File: src/verilog/dsld_pkg.sv
/*
  dsld_pkg: constants shared by the serial load logic of the converter.
  Assumes a single 100 MHz system clock; every value here is a plain localparam.
*/
package dsld_pkg;

  // word layout
  localparam int WORD_BITS        = 16;
  localparam int DATA_BITS        = 12;
  localparam int COUNT_BITS       = 4;

  // reset, clear and last-count values
  localparam logic [WORD_BITS-1:0] SHIFT_RESET = 16'h0000;
  localparam logic [DATA_BITS-1:0] CODE_RESET  = 12'h000;
  localparam logic [DATA_BITS-1:0] CODE_CLEAR  = 12'h000;
  localparam logic [COUNT_BITS-1:0] COUNT_RESET = 4'h0;
  localparam logic [COUNT_BITS-1:0] COUNT_LAST  = 4'hF;

  // timing
  localparam int CLK_PERIOD_NS        = 10;
  localparam int LOAD_PULSE_MIN_NS    = 50;
  localparam int LOAD_PULSE_MIN_CYCLES =
    (LOAD_PULSE_MIN_NS + CLK_PERIOD_NS - 1) / CLK_PERIOD_NS;

  // synchroniser depth and pin group width
  localparam int SYNC_STAGES = 2;
  localparam int PIN_COUNT   = 6;

endpackage

File: src/verilog/dsld_sync.sv
/*
  dsld_sync: two flip-flop synchroniser for a group of independent pin levels.
  Assumes each bit is a slow level or a clock far below the system clock rate.
*/
`timescale 1ns/1ps
module dsld_sync #(
  parameter int WIDTH = 1
) (
  input  wire logic             clock_i,
  input  wire logic             resetn_i,
  input  wire logic [WIDTH-1:0] pins_i,
  input  wire logic [WIDTH-1:0] reset_value_i,
  output logic      [WIDTH-1:0] pins_o
);

  logic [WIDTH-1:0] stage1;
  logic [WIDTH-1:0] stage2;
  logic [WIDTH-1:0] next_stage1;
  logic [WIDTH-1:0] next_stage2;

  // first stage feeds only the second stage
  always_comb begin
    next_stage1 = pins_i;
    next_stage2 = stage1;
  end

  // reset loads the per-bit pattern driven on the reset_value_i input
  always_ff @(posedge clock_i) begin
    if (!resetn_i) begin
      stage1 <= reset_value_i;
      stage2 <= reset_value_i;
    end else begin
      stage1 <= next_stage1;
      stage2 <= next_stage2;
    end
  end

  assign pins_o = stage2;

endmodule // dsld_sync

File: src/verilog/dsld_top.sv
/*
  dsld_top: serial input, daisy-chain output and latch update of a 12-bit
  converter. Assumes all pins arrive asynchronously and are far slower than
  the 100 MHz clock_i; the serial clock runs at 12.5 MHz or below.
*/
`timescale 1ns/1ps
module dsld_top
  import dsld_pkg::*;
#(
  parameter int WORD_W = dsld_pkg::WORD_BITS,
  parameter int CODE_W = dsld_pkg::DATA_BITS
) (
  input  wire logic              clock_i,
  input  wire logic              resetn_i,
  input  wire logic              frame_sel_n_i,
  input  wire logic              serial_clk_i,
  input  wire logic              serial_data_i,
  input  wire logic              latch_load_n_i,
  input  wire logic              latch_clear_n_i,
  input  wire logic              chain_enable_i,
  output logic [CODE_W-1:0]      dac_code_o,
  output logic                   serial_data_o,
  output logic                   update_o
);
  import dsld_pkg::*;

  // the datapath below is fixed at the documented word and code widths
  generate
    if (WORD_W != WORD_BITS || CODE_W != DATA_BITS) begin : g_width_check
      $error("dsld_top supports only a 16-bit word and a 12-bit code");
    end
  endgenerate

  logic [PIN_COUNT-1:0] pins_raw;
  logic [PIN_COUNT-1:0] pins_sync;
  logic                 frame_n_s;
  logic                 sclk_s;
  logic                 sdin_s;
  logic                 load_n_s;
  logic                 clear_n_s;
  logic                 chain_s;

  assign pins_raw = {chain_enable_i, latch_clear_n_i, latch_load_n_i,
                     serial_data_i, serial_clk_i, frame_sel_n_i};

  // every pin is resynchronised before any logic looks at it
  dsld_sync #(
    .WIDTH (PIN_COUNT)
  ) u_sync (
    .clock_i       (clock_i),
    .resetn_i      (resetn_i),
    .pins_i        (pins_raw),
    .reset_value_i (6'h1F),                                 // chain idles low, rest high
    .pins_o        (pins_sync)
  );

  assign frame_n_s = pins_sync[0];
  assign sclk_s    = pins_sync[1];
  assign sdin_s    = pins_sync[2];
  assign load_n_s  = pins_sync[3];
  assign clear_n_s = pins_sync[4];
  assign chain_s   = pins_sync[5];

  // edge history of the synchronised clock and latch load
  logic sclk_prev;
  logic load_prev;
  logic next_sclk_prev;
  logic next_load_prev;
  logic sclk_fall;
  logic load_fall;

  always_comb begin
    next_sclk_prev = sclk_s;
    next_load_prev = load_n_s;
  end

  always_ff @(posedge clock_i) begin
    if (!resetn_i) begin
      sclk_prev <= 1'b1;
      load_prev <= 1'b1;
    end else begin
      sclk_prev <= next_sclk_prev;
      load_prev <= next_load_prev;
    end
  end

  assign sclk_fall = sclk_prev & ~sclk_s;
  // a 50 ns low pulse spans five clocks, enough for the synchroniser
  assign load_fall = load_prev & ~load_n_s;

  // shift register and bit counter
  logic [WORD_BITS-1:0]  shift;
  logic [COUNT_BITS-1:0] count;
  logic [WORD_BITS-1:0]  next_shift;
  logic [COUNT_BITS-1:0] next_count;
  logic                  shift_en;
  logic                  word_done;

  assign shift_en  = sclk_fall & ~frame_n_s;
  assign word_done = shift_en & (count == COUNT_LAST);

  always_comb begin
    next_shift = shift;
    next_count = count;
    if (frame_n_s) begin
      next_count = COUNT_RESET;
    end else if (shift_en) begin
      // msb arrives first, so each new bit enters at the bottom
      next_shift = {shift[WORD_BITS-2:0], sdin_s};
      next_count = COUNT_BITS'(count + 1'b1);
    end
  end

  always_ff @(posedge clock_i) begin
    if (!resetn_i) begin
      shift <= SHIFT_RESET;
      count <= COUNT_RESET;
    end else begin
      shift <= next_shift;
      count <= next_count;
    end
  end

  // daisy-chain output: the bit leaving the top stage feeds the next device
  logic sdout;
  logic next_sdout;

  always_comb begin
    next_sdout = 1'b0;
    if (chain_s) begin
      next_sdout = shift[WORD_BITS-1];
    end
  end

  always_ff @(posedge clock_i) begin
    if (!resetn_i) begin
      sdout <= 1'b0;
    end else begin
      sdout <= next_sdout;
    end
  end

  // latch: clear beats any update, auto update uses the freshly shifted word
  logic [CODE_W-1:0] code;
  logic [CODE_W-1:0] next_code;
  logic              upd;
  logic              next_upd;
  logic              auto_upd;

  // every sixteenth framed edge in auto mode; in a chain the latch load pin
  // is normally pulsed instead, so repeat updates there are harmless
  assign auto_upd = word_done & ~load_n_s;

  always_comb begin
    next_code = code;
    next_upd  = 1'b0;
    if (!clear_n_s) begin
      next_code = CODE_CLEAR;
    end else if (auto_upd) begin
      next_code = next_shift[CODE_W-1:0];
      next_upd  = 1'b1;
    end else if (load_fall) begin
      next_code = shift[CODE_W-1:0];
      next_upd  = 1'b1;
    end
  end

  always_ff @(posedge clock_i) begin
    if (!resetn_i) begin
      code <= CODE_RESET;
      upd  <= 1'b0;
    end else begin
      code <= next_code;
      upd  <= next_upd;
    end
  end

  assign dac_code_o    = code;
  assign serial_data_o = sdout;
  assign update_o      = upd;

  // checks next to the logic
  shift_on_edge_a: assert property (@(posedge clock_i) disable iff (!resetn_i)
    shift_en |=> shift == {$past(shift[WORD_BITS-2:0]), $past(sdin_s)})
    else $error("shift register did not take the sampled bit");

  idle_hold_a: assert property (@(posedge clock_i) disable iff (!resetn_i)
    frame_n_s |=> $stable(shift) && count == COUNT_RESET)
    else $error("shift path moved while frame select was high");

  bit_count_a: assert property (@(posedge clock_i) disable iff (!resetn_i)
    shift_en |=> count == COUNT_BITS'($past(count) + 1'b1))
    else $error("bit counter did not advance on a framed edge");

  auto_update_a: assert property (@(posedge clock_i) disable iff (!resetn_i)
    (word_done && !load_n_s && clear_n_s) |=> code == shift[CODE_W-1:0] && upd)
    else $error("automatic update missed on the sixteenth edge");

  load_edge_a: assert property (@(posedge clock_i) disable iff (!resetn_i)
    (load_fall && clear_n_s && !auto_upd) |=> code == $past(shift[CODE_W-1:0]))
    else $error("latch load falling edge did not update the latch");

  short_pulse_a: assert property (@(posedge clock_i) disable iff (!resetn_i)
    ($fell(load_n_s) && clear_n_s) ##1 !load_n_s [*4] |-> $past(upd, 3))
    else $error("a minimum width load pulse gave no update");

  clear_zero_a: assert property (@(posedge clock_i) disable iff (!resetn_i)
    !clear_n_s |=> code == CODE_CLEAR && !upd)
    else $error("clear did not force zeros into the latch");

  latch_hold_a: assert property (@(posedge clock_i) disable iff (!resetn_i)
    (clear_n_s && !auto_upd && !load_fall) |=> $stable(code))
    else $error("latch changed without clear or update");

  chain_out_a: assert property (@(posedge clock_i) disable iff (!resetn_i)
    chain_s |=> serial_data_o == $past(shift[WORD_BITS-1]))
    else $error("chain output does not follow the top stage");

  chain_off_a: assert property (@(posedge clock_i) disable iff (!resetn_i)
    !chain_s |=> !serial_data_o)
    else $error("serial data out driven with chaining off");

endmodule // dsld_top

File: config.mk
export PLATFORM = sky130hd
export DESIGN_NAME = dsld_top
export DESIGN_NICKNAME = d
export VERILOG_FILES = /design/src/verilog/dsld_pkg.sv /design/src/verilog/dsld_sync.sv /design/src/verilog/dsld_top.sv
export SDC_FILE = /design/constraint.sdc
export NUM_CORES = 1
export LEC_CHECK = 0
export BUFFER_PORTS_ARGS = -buffer_cell sky130_fd_sc_hd__buf_2
export CAP_MARGIN = 10
export CORE_UTILIZATION = 56
export CTS_BUF_LIST = sky130_fd_sc_hd__clkbuf_16
export DETAILED_ROUTE_END_ITERATION = 7
export PLACE_DENSITY = 0.77
export SYNTH_ARGS = -nofsm -noshare
export SYNTH_HDL_FRONTEND = slang
export SYNTH_SLANG_ARGS = --single-unit
File: constraint.sdc
create_clock -name clock_i -period 1.7 [get_ports clock_i]
set_input_delay 0.17 -clock clock_i [delete_from_list [all_inputs] [get_ports clock_i]]
set_output_delay 0.17 -clock clock_i [all_outputs]
set_load 0.05 [all_outputs]
## Word-level counts from Yosys, hierarchy flattened

Cells that the tools add are included.

| storage, ports and cells | value |
|---|---|
| flip-flop bits (word level) | 48 |
| word-level logic and storage cells | 32 |
| bits of input ports | 8 |
| output and inout port bits | 14 |

| operators by class | value |
|---|---|
| add/sub/neg operators | 1 |
| reductions and logical operators | 5 |
| bitwise gates (word level) | 9 |
| mux-type cells | 6 |
| equality and inequality tests | 1 |

Operators with widths:

| kind | count |
|---|---|
| $mux 12 | 4 |
| $reduce_and 2->1 | 3 |
| $and 1x1->1 | 5 |
| $add 4x1->4 const B | 1 |
| $eq 4x4->1 const B | 1 |
| $not 1->1 | 4 |
| $mux 1 | 2 |
| $reduce_bool 2->1 | 1 |
| $reduce_or 2->1 | 1 |

## Longest topological paths before layout

| logic depth | value |
|---|---|
| word-level depth | 6 |
| depth in mapped cells | 5 |
| gate-level depth less buffers | 4 |

## Modules after synthesis

From an unflattened synthesis, not the netlist that was laid out.

| second synthesis, totals | value |
|---|---|
| cells, all modules | 184 |
| area, all modules | 1926.8 um^2 |

Modules (own cells, without submodules):

| module | seq. area each (um^2) | times used | cells an instance | area each (um^2) |
|---|---|---|---|---|
| dsld_top | 720.7 | 1 | 159 | 1502.7 |
| dsld_sync | 240.2 | 1 | 25 | 424.2 |

## Worst setup path after synthesis

No wires, ideal clock.

| path | value |
|---|---|
| kind | register to register |
| start | reg u_sync.stage2[0] (netlist: u_sync.pins_o[0]) |
| end | reg code[0] (netlist: dac_code_o[0]) |
| arrival time | 1.346 ns |
| slack | 0.274 ns |
| period minus slack after synthesis | 1.426 ns |
| data required time | 1.619 ns |
| library setup time | 0.081 ns |
| cell stages (with the launch flop) | 6 |
| cell sequence | dfxtp_1 -> or3b_1 -> buf_2 -> or2_4 -> buf_6 -> a211oi_2 |

| between the ends | value |
|---|---|
| word-level cells in the longest chain between the ends | 5 |
| elaborated cells on any way between the ends | 8 |

RTL lines:

| item | RTL line | text |
|---|---|---|
| start, declared | dsld_sync.sv:17 | `logic [WIDTH-1:0] stage2;` |
| start signal, assigned | dsld_sync.sv:31 | `stage2 <= reset_value_i;` |
| start signal, assigned | dsld_sync.sv:34 | `stage2 <= next_stage2;` |
| $not 1->1 (no line) | -- |  |
| $and 1x1->1 | dsld_top.sv:99 | `assign shift_en = sclk_fall & ~frame_n_s;` |
| $mux 12 or $and 1x1->1 (tied branches) | dsld_top.sv:107, dsld_top.sv:100 |  |
| $mux 12 or $and 1x1->1 (tied branches) | dsld_top.sv:105, dsld_top.sv:152 |  |
| $mux 12 or $reduce_bool 2->1 (tied branches) | -- |  |
| end signal, assigned | dsld_top.sv:173 | `code <= next_code;` |
| end, declared | dsld_top.sv:144 | `logic [CODE_W-1:0] code;` |

Several ways; a longest one is shown, not always the timed one.
A chain may end at the register's enable or synchronous reset.

## Worst setup path in the final report

Same ends and word-level chain as after synthesis.

==> flow_metrics.env <==
export IMPL_status="finished, final reports clean"
export IMPL_n_fill_cell=242
export IMPL_syn_area_um2=1820
export IMPL_worstMarginPinSlew_ns=0.682
export IMPL_p_leak_nw=0.859
export IMPL_cts_buffers=5
export IMPL_dp_hpwl_mm=2.07
export IMPL_synth_area_mux_share_pct=7.17
export IMPL_startpoint="u_sync.pins_o[0]$_SDFF_PN1_"
export IMPL_cts_tree="yes"
export IMPL_fin_skew_ns=0.00201
export IMPL_synth_simple_gate_area_share_pct=19.8
export IMPL_stdcell_area_um2=2170
export IMPL_initial_core_util_pct=59.5
export IMPL_synth_top_family_by_area="simple AND/OR/NAND/NOR gates"
export IMPL_hold_viol=0
export IMPL_clockBufferDepth=2
export IMPL_rsz0062_at_grt="no"
export IMPL_cts_root_buf="clkbuf_16"
export IMPL_fin_hold_ws_ns=0.0633
export IMPL_slew_viol_final=0
export IMPL_ys_ff_latch=48
export IMPL_cp_start_kind="flip-flop"
export IMPL_drc=0
export IMPL_first_pass_iters=4
export IMPL_avgSynthCellArea_um2=9.98
export IMPL_ioPinCount=22
export IMPL_min_period_ns=1.53
export IMPL_synth_top_area_cell="dfxtp_1"
export IMPL_r2r_end="dac_code_o[0]$_SDFFE_PN0P_"
export IMPL_clock_sinks=48
export IMPL_avgRoutedWirePerCell_um=13.0
export IMPL_synthCells=182
export IMPL_hold_start="latch_load_n_i"
export IMPL_arrival_ns=1.67
export IMPL_drtIter0Drc=80
export IMPL_synth_xor_area_share_pct=0.482
export IMPL_yosys_area_share_adder_pct=0.689
export IMPL_synth_edf_count=0
export IMPL_cap_violations=0
export IMPL_fmax_mhz=654
export IMPL_async_reset_ff_share_pct=0
export IMPL_grt_overflow=0
export IMPL_antenna_cells=0
export IMPL_grt_max_degree=33
export IMPL_finalSetupTns_ns=0
export IMPL_whs_endpoint="u_sync.next_stage2[3]$_SDFF_PN1_"
export IMPL_area_growth_pct=19.5
export IMPL_synthesis_nets=191
export IMPL_cts_setup_buffers=0
export IMPL_power_density_nw_per_um2=1190
export IMPL_setup_viol=0
export IMPL_layout_cells_non_filler=247
export IMPL_reg2reg_slack_ns=0.17
export IMPL_num_vias=1345
export IMPL_synth_top_area_share_pct=52.9
export IMPL_htreeDepth=2
export IMPL_ant_nets=0
export IMPL_core_region_area_um2=3050
export IMPL_wirelength_mm=3.22
export IMPL_io_buffers=21
export IMPL_post_synth_num_cell_types=27
export IMPL_viasPerCell=5.45
export IMPL_worstHoldPathType="primary input to flip-flop"
export IMPL_grtUsageTotal_pct=22.1
export IMPL_synth_ff_type="dfxtp_1"
export IMPL_cts_hold_fix_buffers=0
export IMPL_grt_pass1_vias=1272
export IMPL_grt_antenna_before_repair=0
export IMPL_ir_worst_vdd_v=0.000930
export IMPL_clk_latency_ns=0.28
export IMPL_total_power_mw=2.59
export IMPL_path_clk_slew_ns=0.06
export IMPL_yosys_top_cells_area="dfxtp_1, mux2i_1, nand2_1"
export IMPL_die_h_um=58.9
export IMPL_ys_seq_area_share_pct=52.9
export IMPL_dieArea_um2=3470
export IMPL_fin_crit_sh_pct=89.9
export IMPL_chipWidth_um=58.9
export IMPL_placed_area_um2=1950
export IMPL_r2r_start="u_sync.pins_o[0]$_SDFF_PN1_"
export IMPL_layout_drive_gt1_share_pct=22.2
export IMPL_fp_row_count=20
export IMPL_synth_common_cells="dfxtp_1, nand2_1, a21boi_0"
export IMPL_slew_headroom_pct=54.4
export IMPL_crit_required_ns=1.84
export IMPL_synth_compound_area_share_pct=15.4
export IMPL_yosysWarnings=0
export IMPL_grt_pass1_wl_mm=5.66
export IMPL_gp_congestion=0.740
export IMPL_endpoint_kind="flip-flop"
export IMPL_hold_depth=2
export IMPL_critPathKind="flip-flop to flip-flop"
export IMPL_critical_path_max_fanout=28
export IMPL_cts_repair_resized=0
export IMPL_finalNetCount=211
export IMPL_synth_most_common_cell="dfxtp_1"
export IMPL_placed_cells=239
export IMPL_worst_r2r_path_depth=4
critical path: stages, from the launching register on:
cell and delay [ns]:
dfxtp_1 0.32, or3b_1 0.46, buf_4 0.26, nor3_1 0.26
a211oi_2 0.07
cell usage in the layout (no fill, tap or decap):
cell type | synthesis | routed
a211oi_1 | 3 | 3
a211oi_2 | 9 | 9
a21boi_0 | 16 | 16
a21oi_1 | 3 | 3
and2_1 | 2 | 2
and3_1 | 1 | 1
buf_2 | 2 | 21
buf_4 | 0 | 5
bufinv_16 | 0 | 3
clkbuf_16 | 0 | 5
dfxtp_1 | 48 | 48
ha_1 | 1 | 1
inv_1 | 1 | 1
mux2i_1 | 13 | 13
nand2_1 | 33 | 33
nand2b_1 | 14 | 14
nand3_1 | 1 | 1
nand4b_1 | 1 | 1
nor2_1 | 2 | 2
nor2b_1 | 1 | 1
nor3_1 | 12 | 12
nor3b_2 | 1 | 1
o21ai_0 | 2 | 2
or2_4 | 1 | 1
or3_1 | 2 | 2
or3b_1 | 1 | 1
xnor2_1 | 1 | 1
power by group:
part           total (mW)  leakage [nW]  switching [mW]  internal, mW
clock                1.38         0.104           0.391         0.990
sequential           1.15         0.390         0.00545          1.14
combinational      0.0651         0.365          0.0364        0.0287
layout make-up:
class	instances	area [um^2]	share of cell area, %
multi-input cells	120	792	36.5
clock buffers	5	125	5.77
flip-flops and latches	48	961	44.3
repair buffers	26	143	6.57
well taps	44	55.1	2.54
clock inverters	3	90.1	4.15
inverters	1	3.75	0.173
worst max-delay path by stage:
stage	endpoint	slack (ns)	depth (start not counted)
after floorplan	dac_code_o[0]$_SDFFE_PN0P_	0.27	5
after global placement	dac_code_o[8]$_SDFFE_PN0P_	0.27	4
after detailed placement	dac_code_o[5]$_SDFFE_PN0P_	0.21	4
after CTS	dac_code_o[0]$_SDFFE_PN0P_	0.17	4
after global routing	dac_code_o[9]$_SDFFE_PN0P_	0.06	4
final	dac_code_o[0]$_SDFFE_PN0P_	0.17	4
state kept, by name, summed over array words and instances (netlist names):
name,flops
dac_code_o,12
u_sync.next_stage2,6
count,4
update_o,1
u_sync.pins_o,6
shift,16
load_prev,1
serial_data_o,1
sclk_prev,1
cells by family (layout without fill, tap and decap cells):
family,count (synthesis),count (layout)
AND/OR/NAND/NOR,72,72
flip-flops,48,48
AO/OA/AOI/OAI,33,33
buffers and inverters,14,35
multiplexers,13,13
adder cells (fa/ha/maj),1,1
XOR/XNOR,1,1
metrics by stage:
step,setup slack [ns],util (%)
after floorplan,0.274,-
after global placement,0.266,64.0
after detailed placement,0.209,64.0
after CTS,0.165,71.1
after global routing,0.0588,71.1
final,0.172,71.1
layer usage:
| metal | track usage [%] | up-vias | wire length (um) |
|---|---|---|---|
| li1 | - | 656 | - |
| met1 | 26.4 | 647 | 1440 |
| met2 | 36.0 | 34 | 1590 |
| met3 | 5.27 | 8 | 109 |
| met4 | 12.6 | 0 | 84 |
| met5 | 0 | - | 0 |
Power figures use the tool's default switching activity.
